[config.mk]
export PLATFORM = sky130hd
export DESIGN_NAME = asrc_adc_ctrl
export DESIGN_NICKNAME = d
export VERILOG_FILES = /design/src/asrc_pkg.sv /design/src/asrc_tad_if.sv /design/src/asrc_tad_gen.sv /design/src/asrc_adc_ctrl.sv
export VERILOG_INCLUDE_DIRS = /design/src
export SDC_FILE = /design/constraint.sdc
export NUM_CORES = 1
export LEC_CHECK = 0
export ABC_AREA = 1
export ABC_CLOCK_PERIOD_IN_PS = 5100
export BUFFER_PORTS_ARGS = -buffer_cell sky130_fd_sc_hd__buf_2
export CAP_MARGIN = 40
export CORE_UTILIZATION = 48
export DETAILED_ROUTE_END_ITERATION = 10
export PLACE_DENSITY = 0.79
export SYNTH_ARGS = -nofsm -noshare
export SYNTH_HDL_FRONTEND = slang
export SYNTH_HIERARCHICAL = 1
export SYNTH_SLANG_ARGS = --single-unit
[constraint.sdc]
create_clock -name clock -period 5.1 [get_ports clock]
set_clock_uncertainty 0.15 [all_clocks]
set_input_delay 0.255 -clock clock [delete_from_list [all_inputs] [get_ports clock]]
set_output_delay 0.255 -clock clock [all_outputs]
set_load 0.01 [all_outputs]
[src/asrc_cfg.svh]
`ifndef ASRC_CFG_SVH
`define ASRC_CFG_SVH

// ---------------------------------------------------------------
// Register indices (byte address is four times the index)
// ---------------------------------------------------------------
`define ASRC_IDX_FLAGS     8'h0C
`define ASRC_IDX_RES_HIGH  8'h1E
`define ASRC_IDX_CONTROL   8'h1F
`define ASRC_IDX_ENABLES   8'h8C
`define ASRC_IDX_RES_LOW   8'h9E
`define ASRC_IDX_ANA_SEL   8'h9F

// ---------------------------------------------------------------
// Field positions
// ---------------------------------------------------------------
`define ASRC_CTL_JUSTIFY   7
`define ASRC_CTL_REF       6
`define ASRC_CTL_CHAN_LO   2
`define ASRC_CTL_GO        1
`define ASRC_CTL_ON        0
`define ASRC_ANS_CLK_LO    4
`define ASRC_IRQ_DONE_BIT  6

// ---------------------------------------------------------------
// Reset values
// ---------------------------------------------------------------
`define ASRC_RST_CTL_BYTE  8'h00
`define ASRC_RST_ANA_SEL   8'h0F
`define ASRC_RST_ENABLES   8'h00

// ---------------------------------------------------------------
// Timing
// ---------------------------------------------------------------
`define ASRC_CLK_MHZ       50
`define ASRC_INSTR_CYC     4
`define ASRC_CONV_TADS     11
`define ASRC_POST_TADS     2
`define ASRC_RC_TAD_NS     2000
`define ASRC_RC_TAD_CYC    ((`ASRC_RC_TAD_NS * `ASRC_CLK_MHZ + 999) / 1000)

`endif

[src/asrc_pkg.sv]
package asrc_pkg;
	typedef enum logic [1:0] {
		ST_IDLE,
		ST_DELAY,
		ST_CONV,
		ST_POST
	} asrc_state_t;

	typedef logic [2:0] asrc_clksel_t;
endpackage

[src/asrc_tad_if.sv]
interface asrc_tad_if;
	import asrc_pkg::*;
	logic         run;
	asrc_clksel_t sel;
	logic         tick;
	logic         isRc;

	modport gen (input run, input sel, output tick, output isRc);
	modport user (output run, output sel, input tick, input isRc);
endinterface

[src/asrc_tad_gen.sv]
`include "asrc_cfg.svh"

module asrc_tad_gen import asrc_pkg::*; #(
	parameter int RC_TAD_CYC = `ASRC_RC_TAD_CYC
) (
	input  wire logic clock,
	input  wire logic nrst,
	asrc_tad_if.gen   tad
);
	// ---------------------------------------------------------------
	// Divider decode
	// ---------------------------------------------------------------
	logic [7:0] divLen;
	logic [7:0] cnt_r;

	assign tad.isRc = (tad.sel[1:0] == 2'b11);

	always_comb begin
		unique case (tad.sel) // see RULE_15
			3'b000: divLen = 8'h02;
			3'b100: divLen = 8'h04;
			3'b001: divLen = 8'h08;
			3'b101: divLen = 8'h10;
			3'b010: divLen = 8'h20;
			3'b110: divLen = 8'h40;
			default: divLen = 8'(RC_TAD_CYC);
		endcase
	end

	// ---------------------------------------------------------------
	// Period counter, held in reset while idle so each run starts clean
	// ---------------------------------------------------------------
	always_ff @(posedge clock or negedge nrst) begin
		if (!nrst) begin
			cnt_r    <= 8'h00;
			tad.tick <= 1'b0;
		end else if (!tad.run) begin
			cnt_r    <= 8'h00;
			tad.tick <= 1'b0;
		end else if (cnt_r == divLen - 8'h01) begin // see RULE_14
			cnt_r    <= 8'h00;
			tad.tick <= 1'b1;
		end else begin
			cnt_r    <= cnt_r + 8'h01;
			tad.tick <= 1'b0;
		end
	end

	a_tick_div_two: assert property (@(posedge clock) disable iff (!nrst) // see RULE_15
		(tad.tick && tad.run && tad.sel == 3'b000 && $stable(tad.sel)) |=> !tad.tick ##1 (tad.tick || !tad.run))
		else $error("divide-by-two period wrong");
endmodule

[src/asrc_adc_ctrl.sv]
// What this block does
// RULE_01 - After a conversion the holding capacitor stays off the input for two conversion clock periods.
// RULE_02 - The holding capacitor is never discharged at the end of a conversion.
// RULE_03 - Software allows settling plus charge time, plus a term above 25 C, before starting.
// RULE_04 - A conversion can finish during sleep only with the dedicated RC clock selected.
// RULE_05 - With the RC clock a requested conversion starts one instruction cycle later.
// RULE_06 - On completion the in-progress bit clears and both result registers load.
// RULE_07 - A completion in sleep with the interrupt enabled raises a wake request.
// RULE_08 - A completion in sleep with the interrupt disabled powers the module down, on bit kept.
// RULE_09 - Sleep with a non-RC clock aborts any conversion and powers down, on bit kept.
// RULE_10 - Reset restores all control registers, powers down and aborts any conversion.
// RULE_11 - Reset leaves both result registers unchanged.
// RULE_12 - Left format puts two low bits in the low register, right format puts eight there.
// RULE_13 - Setting the in-progress bit starts a conversion; completion clears it and sets flag bit 6.
// RULE_14 - A conversion takes eleven conversion clock periods from a selectable source.
// RULE_15 - Clock select decodes 000/2, 100/4, 001/8, 101/16, 010/32, 110/64, x11 RC.
// RULE_16 - The block takes a sleep input and drives a wake request and a flag set pulse.
`include "asrc_cfg.svh"

module asrc_adc_ctrl import asrc_pkg::*; #(
	parameter int RC_TAD_CYC = `ASRC_RC_TAD_CYC,
	parameter int CONV_TADS  = `ASRC_CONV_TADS,
	parameter int POST_TADS  = `ASRC_POST_TADS,
	parameter int INSTR_CYC  = `ASRC_INSTR_CYC
) (
	input  wire logic        clock,
	input  wire logic        nrst,
	input  wire logic        psel,
	input  wire logic        penable,
	input  wire logic        pwrite,
	input  wire logic [11:0] paddr,
	input  wire logic [31:0] pwdata,
	output logic      [31:0] prdata,
	output logic             pready,
	output logic             pslverr,
	input  wire logic        sleepIn,
	input  wire logic [9:0]  convData,
	output logic             irq,
	output logic             wakeReq,
	output logic             doneFlagSet,
	output logic             modulePowered,
	output logic             holdConnected,
	output logic      [1:0]  channelSelect,
	output logic             referenceSelect,
	output logic      [3:0]  analogPinSelect
);
	// ---------------------------------------------------------------
	// State
	// ---------------------------------------------------------------
	asrc_state_t  state_r;
	logic [3:0]   cnt_r;
	logic         justifySelect_r;
	logic         go_r;
	logic         converterOn_r;
	asrc_clksel_t convClockSelect_r;
	logic         doneFlag_r;
	logic         doneEnable_r;
	logic         sleepOff_r;
	logic [7:0]   resultHigh_r;
	logic [7:0]   resultLow_r;
	logic         powered;
	logic         convDone;
	logic         sleepAbort;
	logic         swAbort;

	asrc_tad_if tadBus ();

	asrc_tad_gen #(
		.RC_TAD_CYC (RC_TAD_CYC)
	) u_tad (
		.clock (clock),
		.nrst  (nrst),
		.tad   (tadBus)
	);

	assign tadBus.sel = convClockSelect_r;
	assign tadBus.run = (state_r == ST_CONV) || (state_r == ST_POST);

	// ---------------------------------------------------------------
	// APB decode
	// ---------------------------------------------------------------
	logic [7:0] wordIdx;
	logic       mapped;
	logic       access;
	logic       wrEn;
	logic       rdEn;
	logic [7:0] rdVal;

	assign wordIdx = paddr[9:2];
	assign access  = psel && penable && pready;
	assign wrEn    = access && pwrite && !pslverr;
	assign rdEn    = access && !pwrite && !pslverr;

	always_comb begin
		mapped = (paddr[11:10] == 2'b00) && (paddr[1:0] == 2'b00);
		rdVal  = 8'h00;
		unique case (wordIdx)
			`ASRC_IDX_FLAGS:    rdVal[`ASRC_IRQ_DONE_BIT] = doneFlag_r;
			`ASRC_IDX_ENABLES:  rdVal[`ASRC_IRQ_DONE_BIT] = doneEnable_r;
			`ASRC_IDX_RES_HIGH: rdVal = resultHigh_r;
			`ASRC_IDX_RES_LOW:  rdVal = resultLow_r;
			`ASRC_IDX_CONTROL:  rdVal = {justifySelect_r, referenceSelect, 2'b00,
				channelSelect, go_r, converterOn_r};
			`ASRC_IDX_ANA_SEL:  rdVal = {1'b0, convClockSelect_r, analogPinSelect};
			default:            mapped = 1'b0;
		endcase
	end

	// One wait state: pready rises in the second access cycle
	always_ff @(posedge clock or negedge nrst) begin
		if (!nrst) begin
			pready  <= 1'b0;
			pslverr <= 1'b0;
			prdata  <= 32'h0000_0000;
		end else if (psel && penable && !pready) begin
			pready  <= 1'b1;
			pslverr <= !mapped;
			prdata  <= mapped ? {24'h00_0000, rdVal} : 32'h0000_0000;
		end else begin
			pready  <= 1'b0;
			pslverr <= 1'b0;
		end
	end

	// ---------------------------------------------------------------
	// Control registers
	// ---------------------------------------------------------------
	logic ctlWr;
	logic ansWr;

	assign ctlWr = wrEn && (wordIdx == `ASRC_IDX_CONTROL);
	assign ansWr = wrEn && (wordIdx == `ASRC_IDX_ANA_SEL);

	always_ff @(posedge clock or negedge nrst) begin
		if (!nrst) begin // see RULE_10
			justifySelect_r <= 1'(`ASRC_RST_CTL_BYTE >> `ASRC_CTL_JUSTIFY);
			referenceSelect <= 1'b0;
			channelSelect   <= 2'b00;
			converterOn_r   <= 1'b0;
		end else if (ctlWr) begin
			justifySelect_r <= pwdata[`ASRC_CTL_JUSTIFY];
			referenceSelect <= pwdata[`ASRC_CTL_REF];
			channelSelect   <= pwdata[`ASRC_CTL_CHAN_LO +: 2];
			converterOn_r   <= pwdata[`ASRC_CTL_ON];
		end
	end

	always_ff @(posedge clock or negedge nrst) begin
		if (!nrst) begin
			convClockSelect_r <= 3'(`ASRC_RST_ANA_SEL >> `ASRC_ANS_CLK_LO);
			analogPinSelect   <= 4'(`ASRC_RST_ANA_SEL);
		end else if (ansWr) begin
			convClockSelect_r <= pwdata[`ASRC_ANS_CLK_LO +: 3];
			analogPinSelect   <= pwdata[3:0];
		end
	end

	// Hardware clear comes last so completion always wins over a write
	always_ff @(posedge clock or negedge nrst) begin
		if (!nrst) begin
			go_r <= 1'b0;
		end else begin
			if (ctlWr) begin
				go_r <= pwdata[`ASRC_CTL_GO]; // see RULE_13
			end
			if (convDone || sleepAbort) begin
				go_r <= 1'b0; // see RULE_06
			end
		end
	end

	// ---------------------------------------------------------------
	// Sequencer
	// ---------------------------------------------------------------
	assign powered    = converterOn_r && !sleepOff_r;
	assign sleepAbort = sleepIn && !tadBus.isRc && (state_r == ST_DELAY || state_r == ST_CONV); // see RULE_09
	assign swAbort    = !go_r && (state_r == ST_DELAY || state_r == ST_CONV);
	assign convDone   = (state_r == ST_CONV) && tadBus.tick && go_r && !sleepAbort && converterOn_r
		&& (cnt_r == 4'(CONV_TADS - 1)); // see RULE_14

	always_ff @(posedge clock or negedge nrst) begin
		if (!nrst) begin
			state_r <= ST_IDLE; // see RULE_10
			cnt_r   <= 4'h0;
		end else if (sleepAbort || !converterOn_r) begin
			state_r <= ST_IDLE;
			cnt_r   <= 4'h0;
		end else if (swAbort) begin
			state_r <= ST_POST; // aborted sample still needs the gap
			cnt_r   <= 4'h0;
		end else begin
			unique case (state_r)
				ST_IDLE: begin
					cnt_r <= 4'h0;
					if (go_r && powered) begin
						// Lets a sleep instruction land before the quiet conversion
						state_r <= tadBus.isRc ? ST_DELAY : ST_CONV; // see RULE_05
					end
				end
				ST_DELAY: begin
					if (cnt_r == 4'(INSTR_CYC - 1)) begin // see RULE_05
						state_r <= ST_CONV;
						cnt_r   <= 4'h0;
					end else begin
						cnt_r <= cnt_r + 4'h1;
					end
				end
				ST_CONV: begin
					if (convDone) begin
						state_r <= ST_POST;
						cnt_r   <= 4'h0;
					end else if (tadBus.tick) begin
						cnt_r <= cnt_r + 4'h1;
					end
				end
				ST_POST: begin
					if (tadBus.tick && cnt_r == 4'(POST_TADS - 1)) begin // see RULE_01
						state_r <= ST_IDLE;
						cnt_r   <= 4'h0;
					end else if (tadBus.tick) begin
						cnt_r <= cnt_r + 4'h1;
					end
				end
			endcase
		end
	end

	// ---------------------------------------------------------------
	// Power and sampling switch
	// ---------------------------------------------------------------
	always_ff @(posedge clock or negedge nrst) begin
		if (!nrst) begin
			sleepOff_r <= 1'b0;
		end else if (!sleepIn) begin
			sleepOff_r <= 1'b0;
		end else if (!tadBus.isRc) begin
			sleepOff_r <= 1'b1; // see RULE_09
		end else if (convDone && !doneEnable_r) begin
			sleepOff_r <= 1'b1; // see RULE_08
		end
	end

	// Switch open during conversion and gap; no discharge path exists
	always_ff @(posedge clock or negedge nrst) begin
		if (!nrst) begin
			holdConnected <= 1'b0;
			modulePowered <= 1'b0;
		end else begin
			holdConnected <= powered && (state_r == ST_IDLE || state_r == ST_DELAY); // see RULE_01, see RULE_02
			modulePowered <= powered; // see RULE_04
		end
	end

	// ---------------------------------------------------------------
	// Result registers, outside reset on purpose
	// ---------------------------------------------------------------
	always_ff @(posedge clock) begin // see RULE_11
		if (convDone) begin
			if (justifySelect_r) begin // see RULE_12
				resultHigh_r <= {6'h00, convData[9:8]};
				resultLow_r  <= convData[7:0];
			end else begin
				resultHigh_r <= convData[9:2];
				resultLow_r  <= {convData[1:0], 6'h00};
			end
		end else begin
			if (wrEn && wordIdx == `ASRC_IDX_RES_HIGH) begin
				resultHigh_r <= pwdata[7:0];
			end
			if (wrEn && wordIdx == `ASRC_IDX_RES_LOW) begin
				resultLow_r <= pwdata[7:0];
			end
		end
	end

	// ---------------------------------------------------------------
	// Interrupt flag, mask and wake
	// ---------------------------------------------------------------
	always_ff @(posedge clock or negedge nrst) begin
		if (!nrst) begin
			doneFlag_r <= 1'b0;
		end else if (convDone) begin
			doneFlag_r <= 1'b1; // see RULE_13
		end else if (rdEn && wordIdx == `ASRC_IDX_FLAGS && prdata[`ASRC_IRQ_DONE_BIT]) begin
			// Clears only a flag the read reported, so a later set is not lost
			doneFlag_r <= 1'b0;
		end
	end

	always_ff @(posedge clock or negedge nrst) begin
		if (!nrst) begin
			doneEnable_r <= 1'(`ASRC_RST_ENABLES >> `ASRC_IRQ_DONE_BIT);
		end else if (wrEn && wordIdx == `ASRC_IDX_ENABLES) begin
			doneEnable_r <= pwdata[`ASRC_IRQ_DONE_BIT];
		end
	end

	always_ff @(posedge clock or negedge nrst) begin
		if (!nrst) begin
			irq         <= 1'b0;
			wakeReq     <= 1'b0;
			doneFlagSet <= 1'b0;
		end else begin
			irq         <= (doneFlag_r || convDone) && doneEnable_r;
			wakeReq     <= convDone && sleepIn && doneEnable_r; // see RULE_07, see RULE_16
			doneFlagSet <= convDone; // see RULE_16
		end
	end

	// ---------------------------------------------------------------
	// Checks
	// ---------------------------------------------------------------
	a_post_hold_open: assert property (@(posedge clock) disable iff (!nrst) // see RULE_01
		(state_r == ST_POST) |=> !holdConnected)
		else $error("holding capacitor connected during post gap");

	a_done_clears_go: assert property (@(posedge clock) disable iff (!nrst) // see RULE_06
		convDone |=> !go_r && doneFlag_r && state_r == ST_POST)
		else $error("completion did not clear go or set flag");

	a_result_right_fmt: assert property (@(posedge clock) disable iff (!nrst) // see RULE_12
		(convDone && justifySelect_r) |=> resultLow_r == $past(convData[7:0])
		&& resultHigh_r == {6'h00, $past(convData[9:8])})
		else $error("right justified result misplaced");

	a_rc_start_delay: assert property (@(posedge clock) disable iff (!nrst) // see RULE_05
		(state_r == ST_IDLE && go_r && powered && tadBus.isRc && !sleepAbort && converterOn_r)
		|=> state_r == ST_DELAY)
		else $error("RC start not delayed");

	a_sleep_abort_off: assert property (@(posedge clock) disable iff (!nrst) // see RULE_09
		(sleepAbort && !ctlWr) |=> state_r == ST_IDLE && converterOn_r ##1 !modulePowered)
		else $error("sleep abort did not power down");

	a_wake_on_done: assert property (@(posedge clock) disable iff (!nrst) // see RULE_07
		(convDone && sleepIn && doneEnable_r) |=> wakeReq && irq)
		else $error("no wake request after sleep completion");

	a_sleep_done_off: assert property (@(posedge clock) disable iff (!nrst) // see RULE_08
		(convDone && sleepIn && !doneEnable_r && !ctlWr) ##1 sleepIn |=> !modulePowered && converterOn_r)
		else $error("module stayed powered after silent completion");
endmodule

**Word-level counts from Yosys, hierarchy flattened**

Cells that the tools add are included.

- Flip-flop bits (word level): 86
- Input bits: 60
- Output and inout bits: 46
- Word-level logic and storage cells: 148

- $add $sub $neg: 3
- Eq/ne operators: 24
- Muxes and demuxes: 40
- Reductions and logical operators: 57

Operators with widths:

| cell | count |
|---|---|
| $mux 8 | 9 |
| $pmux 7 s6 | 1 |
| $logic_and 1x1->1 | 31 |
| $eq 8x8->1 const B | 3 |
| $mux 4 | 6 |
| $pmux 6 s4 | 1 |
| $eq 8x5->1 const B | 2 |
| $pmux 4 s4 | 1 |
| $mux 2 | 7 |
| $mux 1 | 12 |
| $logic_not 1->1 | 10 |
| $eq 3x3->1 const B | 3 |
| $add 8x1->8 const B | 1 |
| $eq 8x4->1 const B | 1 |
| $eq 8x8->1 | 1 |
| $ne 4x4->1 const B | 2 |
| $pmux 2 s4 | 1 |
| $reduce_bool 2->1 | 4 |
| $sub 7x1->8 const B | 1 |
| $eq 2x2->1 const B | 3 |
| $logic_not 2->1 | 3 |
| $logic_or 1x1->1 | 6 |
| $pmux 1 s6 | 1 |
| $reduce_or 6->1 | 1 |
| other kinds (13) | 13 |

**Longest topological paths before layout**

- Word-level depth: 12
- Depth in mapped cells: 12
- Gate-level depth less buffers: 12

**By module**

Netlist, hierarchy kept.

By module, submodules not included:

| module | instances | cells each | area an instance (µm²) | sequential area each (µm²) |
|---|---|---|---|---|
| asrc_adc_ctrl | 1 | 391 | 3203.1 | 1411.4 |
| asrc_tad_gen | 1 | 95 | 679.4 | 225.2 |

**Least setup slack after synthesis**

OpenSTA, ideal clock, no wires.

- Path kind: reg2reg
- Start: register state_r[0]
- End: register resultHigh_r[0] (enable)
- Arrival: 1516 ps
- Required time: 4621 ps
- Path slack: 3105 ps
- Stages on the path, launching flop included: 9
- Cell sequence: dfrtp_1 > inv_1 > ha_1 > nand3b_1 > nand2_2 > inv_1 > nand2_4 > buf_2 > nand2_1

- Cells in the longest elaborated chain, start to end: 8
- Elaborated cells on any way between the ends: 11
- Classes of those cells: 2 x eq/ne; 9 x reduce/logical

RTL lines:

| element | RTL line | RTL |
|---|---|---|
| start, declared | asrc_adc_ctrl.sv:50 | `asrc_state_t state_r;` |
| start signal, assigned | asrc_adc_ctrl.sv:197 | `state_r <= tadBus.isRc ? ST_DELAY : ST_CONV;` |
| $eq 2x1->1 / $eq 2x2->1 (equally long branches) | asrc_adc_ctrl.sv:176, asrc_adc_ctrl.sv:178 |  |
| $logic_or 1x1->1 | asrc_adc_ctrl.sv:176 | `assign sleepAbort = sleepIn && !tadBus.isRc && (state_r == ST_DELAY \|\| state_r == ST_CONV);` |
| $logic_and 1x1->1 | asrc_adc_ctrl.sv:176 |  |
| $logic_not 1->1 | asrc_adc_ctrl.sv:178 | `assign convDone = (state_r == ST_CONV) && tadBus.tick && go_r && !sleepAbort && converterOn_r` |
| $logic_and 1x1->1 * (2 in series) | asrc_adc_ctrl.sv:178 |  |
| $logic_and 1x1->1 * | asrc_adc_ctrl.sv:179 | `&& (cnt_r == 4'(CONV_TADS - 1));` |
| $reduce_bool 2->1 (no line) * | -- |  |
| end signal, assigned | asrc_adc_ctrl.sv:260 | `resultHigh_r <= {6'h00, convData[9:8]};` |
| end signal, assigned | asrc_adc_ctrl.sv:263 | `resultHigh_r <= convData[9:2];` |
| end signal, assigned | asrc_adc_ctrl.sv:268 | `resultHigh_r <= pwdata[7:0];` |
| end, declared | asrc_adc_ctrl.sv:59 | `logic [7:0] resultHigh_r;` |

Mark *: on every way between the ends. The rest lies on a longest branch, timed or not.
A chain may end at the register's enable or synchronous reset.

**Worst setup path in the final report**

- Start: register convClockSelect_r[1]
- End: register resultHigh_r[1] (enable)

- Cells in the longest elaborated chain, start to end: 9

RTL lines:

| element | RTL line | RTL |
|---|---|---|
| start, declared | asrc_adc_ctrl.sv:55 | `asrc_clksel_t convClockSelect_r;` |
| start signal, assigned | asrc_adc_ctrl.sv:150 | `` convClockSelect_r <= 3'(`ASRC_RST_ANA_SEL >> `ASRC_ANS_CLK_LO); `` |
| start signal, assigned | asrc_adc_ctrl.sv:153 | `` convClockSelect_r <= pwdata[`ASRC_ANS_CLK_LO +: 3]; `` |
| $eq 2x2->1 | asrc_tad_gen.sv:16 | `assign tad.isRc = (tad.sel[1:0] == 2'b11);` |
| via tadBus.isRc | asrc_tad_if.sv:6 | `logic isRc;` |
| $logic_not 1->1 | -- |  |
| $logic_and 1x1->1 (2 in series) | asrc_adc_ctrl.sv:176 |  |
| $logic_not 1->1 | asrc_adc_ctrl.sv:178 |  |
| $logic_and 1x1->1 (2 in series) | asrc_adc_ctrl.sv:178 |  |
| $logic_and 1x1->1 | asrc_adc_ctrl.sv:179 |  |
| $reduce_bool 2->1 (no line) | -- |  |

The timed path passes the listed nets, and every way through them passes these cells.

==> insert_results.sql <==
INSERT INTO impl_metrics (metric_group, metric, value, unit) VALUES
('outcome', 'run_status', 'finished, final reports clean', ''),
('setup_path', 'r2r-start', 'convClockSelect_r[1]$_DFFE_PN0P_', ''),
('yosys', 'synth.top_cells.by_area', 'dfrtp_1 (27%), edfxtp_1 (12%), nand2_1 (12%), inv_1 (6.3%), buf_4 (5.4%)', ''),
('cts', 'tritoncts', 'built', ''),
('placement', 'gpl.final_weighted_congestion', '0.861', ''),
('timing', 'timing.fmax', '0.421', 'GHz'),
('min_path', 'worstHoldStart', 'pwdata[3]', ''),
('floorplan', 'die_ht', '91.9', 'um'),
('cells_and_area', 'layout.nets', '621', ''),
('timing', 'max_slew_margin', '62.8', '%'),
('power_and_ir_drop', 'leakage', '2.16', 'nW'),
('setup_path', 'worstPathCellList', 'ha_1 -> nand3b_1 -> nand2_2 -> inv_1 -> nand2_4 -> nand2_1', ''),
('cts', 'clk_path_buf_depth', '2', ''),
('yosys', 'synth.yosys.seq_area_share', '42.2', '%'),
('power_and_ir_drop', 'power.switching_fraction', '25.0', '%'),
('timing', 'fin_tns_setup', '0', 'ps'),
('route', 'totalWireLength', '8350', 'um'),
('floorplan', 'number_of_top_level_pins', '106', ''),
('global_routing', 'first_pass_grt_wire_length', '14000', 'um'),
('timing', 'final-hold-violation-count', '0', ''),
('setup_path', 'worst_r2r_endpoint', 'resultHigh_r[1]$_DFFE_PP_', ''),
('yosys', 'synth_async_sr_flop_share', '74.2', '%'),
('floorplan', 'initial_utilization', '50.0', '%'),
('placement', 'detailed_place_hpwl', '6380', 'um'),
('global_routing', 'grt_antenna_before_repair', '0', ''),
('timing', 'rsz_0062_raised_after_global_routing', 'no', ''),
('route', 'drt_pass1_iterations', '5', ''),
('cts', 'ctsHtreeMaxLevel', '3', ''),
('cts', 'insertion_delay', '350', 'ps'),
('cts', 'cts.clk_slew.worst_paths', '70', 'ps'),
('timing', 'slew_violations', '0', ''),
('yosys', 'synth_cell_types', '42', ''),
('global_routing', 'grt_max_degree', '29', ''),
('cells_and_area', 'area_delta_synth_final', '12.7', '%'),
('setup_path', 'cp_max_fo', '28', ''),
('setup_path', 'worst_setup_path_start_kind', 'flop', ''),
('setup_path', 'worstSetupEndpointType', 'flop', ''),
('timing', 'timing.final.crit_period', '2380', 'ps'),
('cells_and_area', 'drive_above_1_share', '21.4', '%'),
('global_routing', 'global_route.usage.total', '21.3', '%'),
('min_path', 'timing.hold.worst.class', 'in2reg', ''),
('setup_path', 'worstPathRequired', '4950', 'ps'),
('placement', 'place.port_buffers', '57', ''),
('global_routing', 'grt_util_met3', '3.73', '%'),
('route', 'via_per_inst', '4.97', ''),
('setup_path', 'timing.critical_path.max_delay_family', 'simple AND/OR/NAND/NOR gates', ''),
('global_routing', 'globalRouteOverflowTotal', '0', ''),
('cts', 'post_cts_resize_count', '0', ''),
('route', 'drc_violation_count_after_routing', '0', ''),
('yosys', 'yosys-top-cells-count', 'nand2_1 (123), inv_1 (65), dfrtp_1 (42)', ''),
('cts', 'cts-buffers-inserted', '9', ''),
('yosys', 'synth_cells', '486', ''),
('floorplan', 'num_rows', '32', ''),
('route', 'route.antenna.remaining_nets', '0', ''),
('setup_path', 'timing.reg2reg.worst_path_depth', '6', ''),
('floorplan', 'dieWidth', '91.9', 'um'),
('timing', 'layout_worst_path_cycle_share', '46.6', '%'),
('cts', 'cts.sinks', '62', ''),
('global_routing', 'grt_pass1_vias', '2968', ''),
('setup_path', 'critPathBufInv', '1', ''),
('yosys', 'netlist_area', '0.00388', 'sq mm'),
('setup_path', 'worst_ep_arrival_time', '2230', 'ps'),
('cts', 'cts_setup_buffers', '0', ''),
('setup_path', 'slowest_delay', '530', 'ps'),
('yosys', 'synth-main-ff-cell', 'dfrtp_1', ''),
('global_routing', 'grt.met1_usage', '28.5', '%'),
('power_and_ir_drop', 'cellPowerDensity', '232', 'mW/mm^2'),
('power_and_ir_drop', 'share_comb_of_total_power', '6.6', '%'),
('route', 'vias', '3248', ''),
('yosys', 'synth_edf_count', '16', ''),
('cells_and_area', 'filler_cell_count', '716', '');
layout make-up:
class | instances | area (sq um) | share of cell area (%)
Clock buffer | 9 | 124 | 2.83
Clock inverter | 7 | 70.1 | 1.60
Inverter | 69 | 259 | 5.92
Multi-Input combinational cell | 345 | 1830 | 41.7
Sequential cell | 62 | 1640 | 37.4
Tap cell | 102 | 128 | 2.92
Timing Repair Buffer | 60 | 333 | 7.60
cells by family (layout without fill, tap and decap cells):
| kind of cell | after synthesis | count (layout) | share of synthesized area [%] |
|---|---|---|---|
| XOR/XNOR | 8 | 8 | 1.80 |
| buffers and inverters | 102 | 145 | 13.0 |
| AND/OR/NAND/NOR | 242 | 242 | 29.2 |
| flip-flops | 62 | 62 | 42.2 |
| adder cells (fa/ha/maj) | 14 | 14 | 4.51 |
| other | 1 | 24 | 0.0966 |
| AO/OA/AOI/OAI | 57 | 57 | 9.25 |
state kept, by name, summed over array words and instances (netlist names), 2 cells and up:
| signal | flops |
|---|---|
| prdata | 8 |
| resultHigh_r | 8 |
| resultLow_r | 8 |
| u_tad/cnt_r | 8 |
| analogPinSelect | 4 |
| cnt_r | 4 |
| convClockSelect_r | 3 |
| channelSelect | 2 |
| state_r | 2 |
power groups by stage:
stage	registers, mW	logic (mW)	clock network (mW)
2_1_floorplan	0.523	0.0468	0
3_3_place_gp	0.523	0.0620	0
3_5_place_dp	0.523	0.0665	0
4_1_cts	0.513	0.0677	0.440
5_1_grt	0.513	0.0763	0.463
6_report	0.513	0.0672	0.434
routing by layer:
metal  wire [um]  up-vias
li1            -     1631
met1        3850     1486
met2        3860      113
met3         427       18
met4         216        0
met5           0        -
metrics by stage:
step                      hold WS (ps)  worst slack [ps]  instances  area, sq um  utilization [%]
after floorplan                   -191              3100        509         3970                -
after global placement             316              2840        635         4140             53.2
after detailed placement           124              2760        636         4160             53.6
after CTS                         11.4              2740        654         4380             56.3
after global routing              26.2              2560        654         4380             56.3
final                             19.8              2720        654         4380             56.3
worst max path at each step:
stage	startpoint	to	slack (ps)	cells past startpoint
after CTS	convClockSelect_r[1]$_DFFE_PN0P_	resultHigh_r[1]$_DFFE_PP_	2740	6
after detailed placement	convClockSelect_r[1]$_DFFE_PN0P_	resultHigh_r[1]$_DFFE_PP_	2760	6
after floorplan	state_r[0]$_DFFE_PN0P_	resultHigh_r[0]$_DFFE_PP_	3100	8
after global placement	convClockSelect_r[1]$_DFFE_PN0P_	resultHigh_r[1]$_DFFE_PP_	2840	6
final	convClockSelect_r[1]$_DFFE_PN0P_	resultHigh_r[1]$_DFFE_PP_	2720	6
after global routing	convClockSelect_r[1]$_DFFE_PN0P_	resultLow_r[5]$_DFFE_PP_	2560	6
layout by cell type (no fill, tap or decap), types with 4 or more instances in the layout:
cell type  count
nand4_1        8
edfxtp_1      16
inv_1         65
nand3_1       38
nor2_1        38
buf_2         57
nand3_2        4
nor2_2         6
ha_1          14
nand2_1      123
dfrtp_1       42
conb_1        24
dfstp_2        4
a21oi_1        6
o21ai_2        8
clkbuf_8       9
or2_2          5
xor2_1         6
o21ai_0       18
o31ai_1        7
o21ai_1       11
worst min-delay path: cells and delay by family:
kind | cells | cell delay (ps)
AO/OA/AOI/OAI | 1 | 60
buffers and inverters | 2 | 190
timing repair:
| item | in CTS | in global routing |
|---|---|---|
| hold buffers | 2 | 0 |
| endpoints found under the setup margin | 0 | 0 |
| hold endpoints to repair | 24 | 0 |
Power figures use the tool's default switching activity.
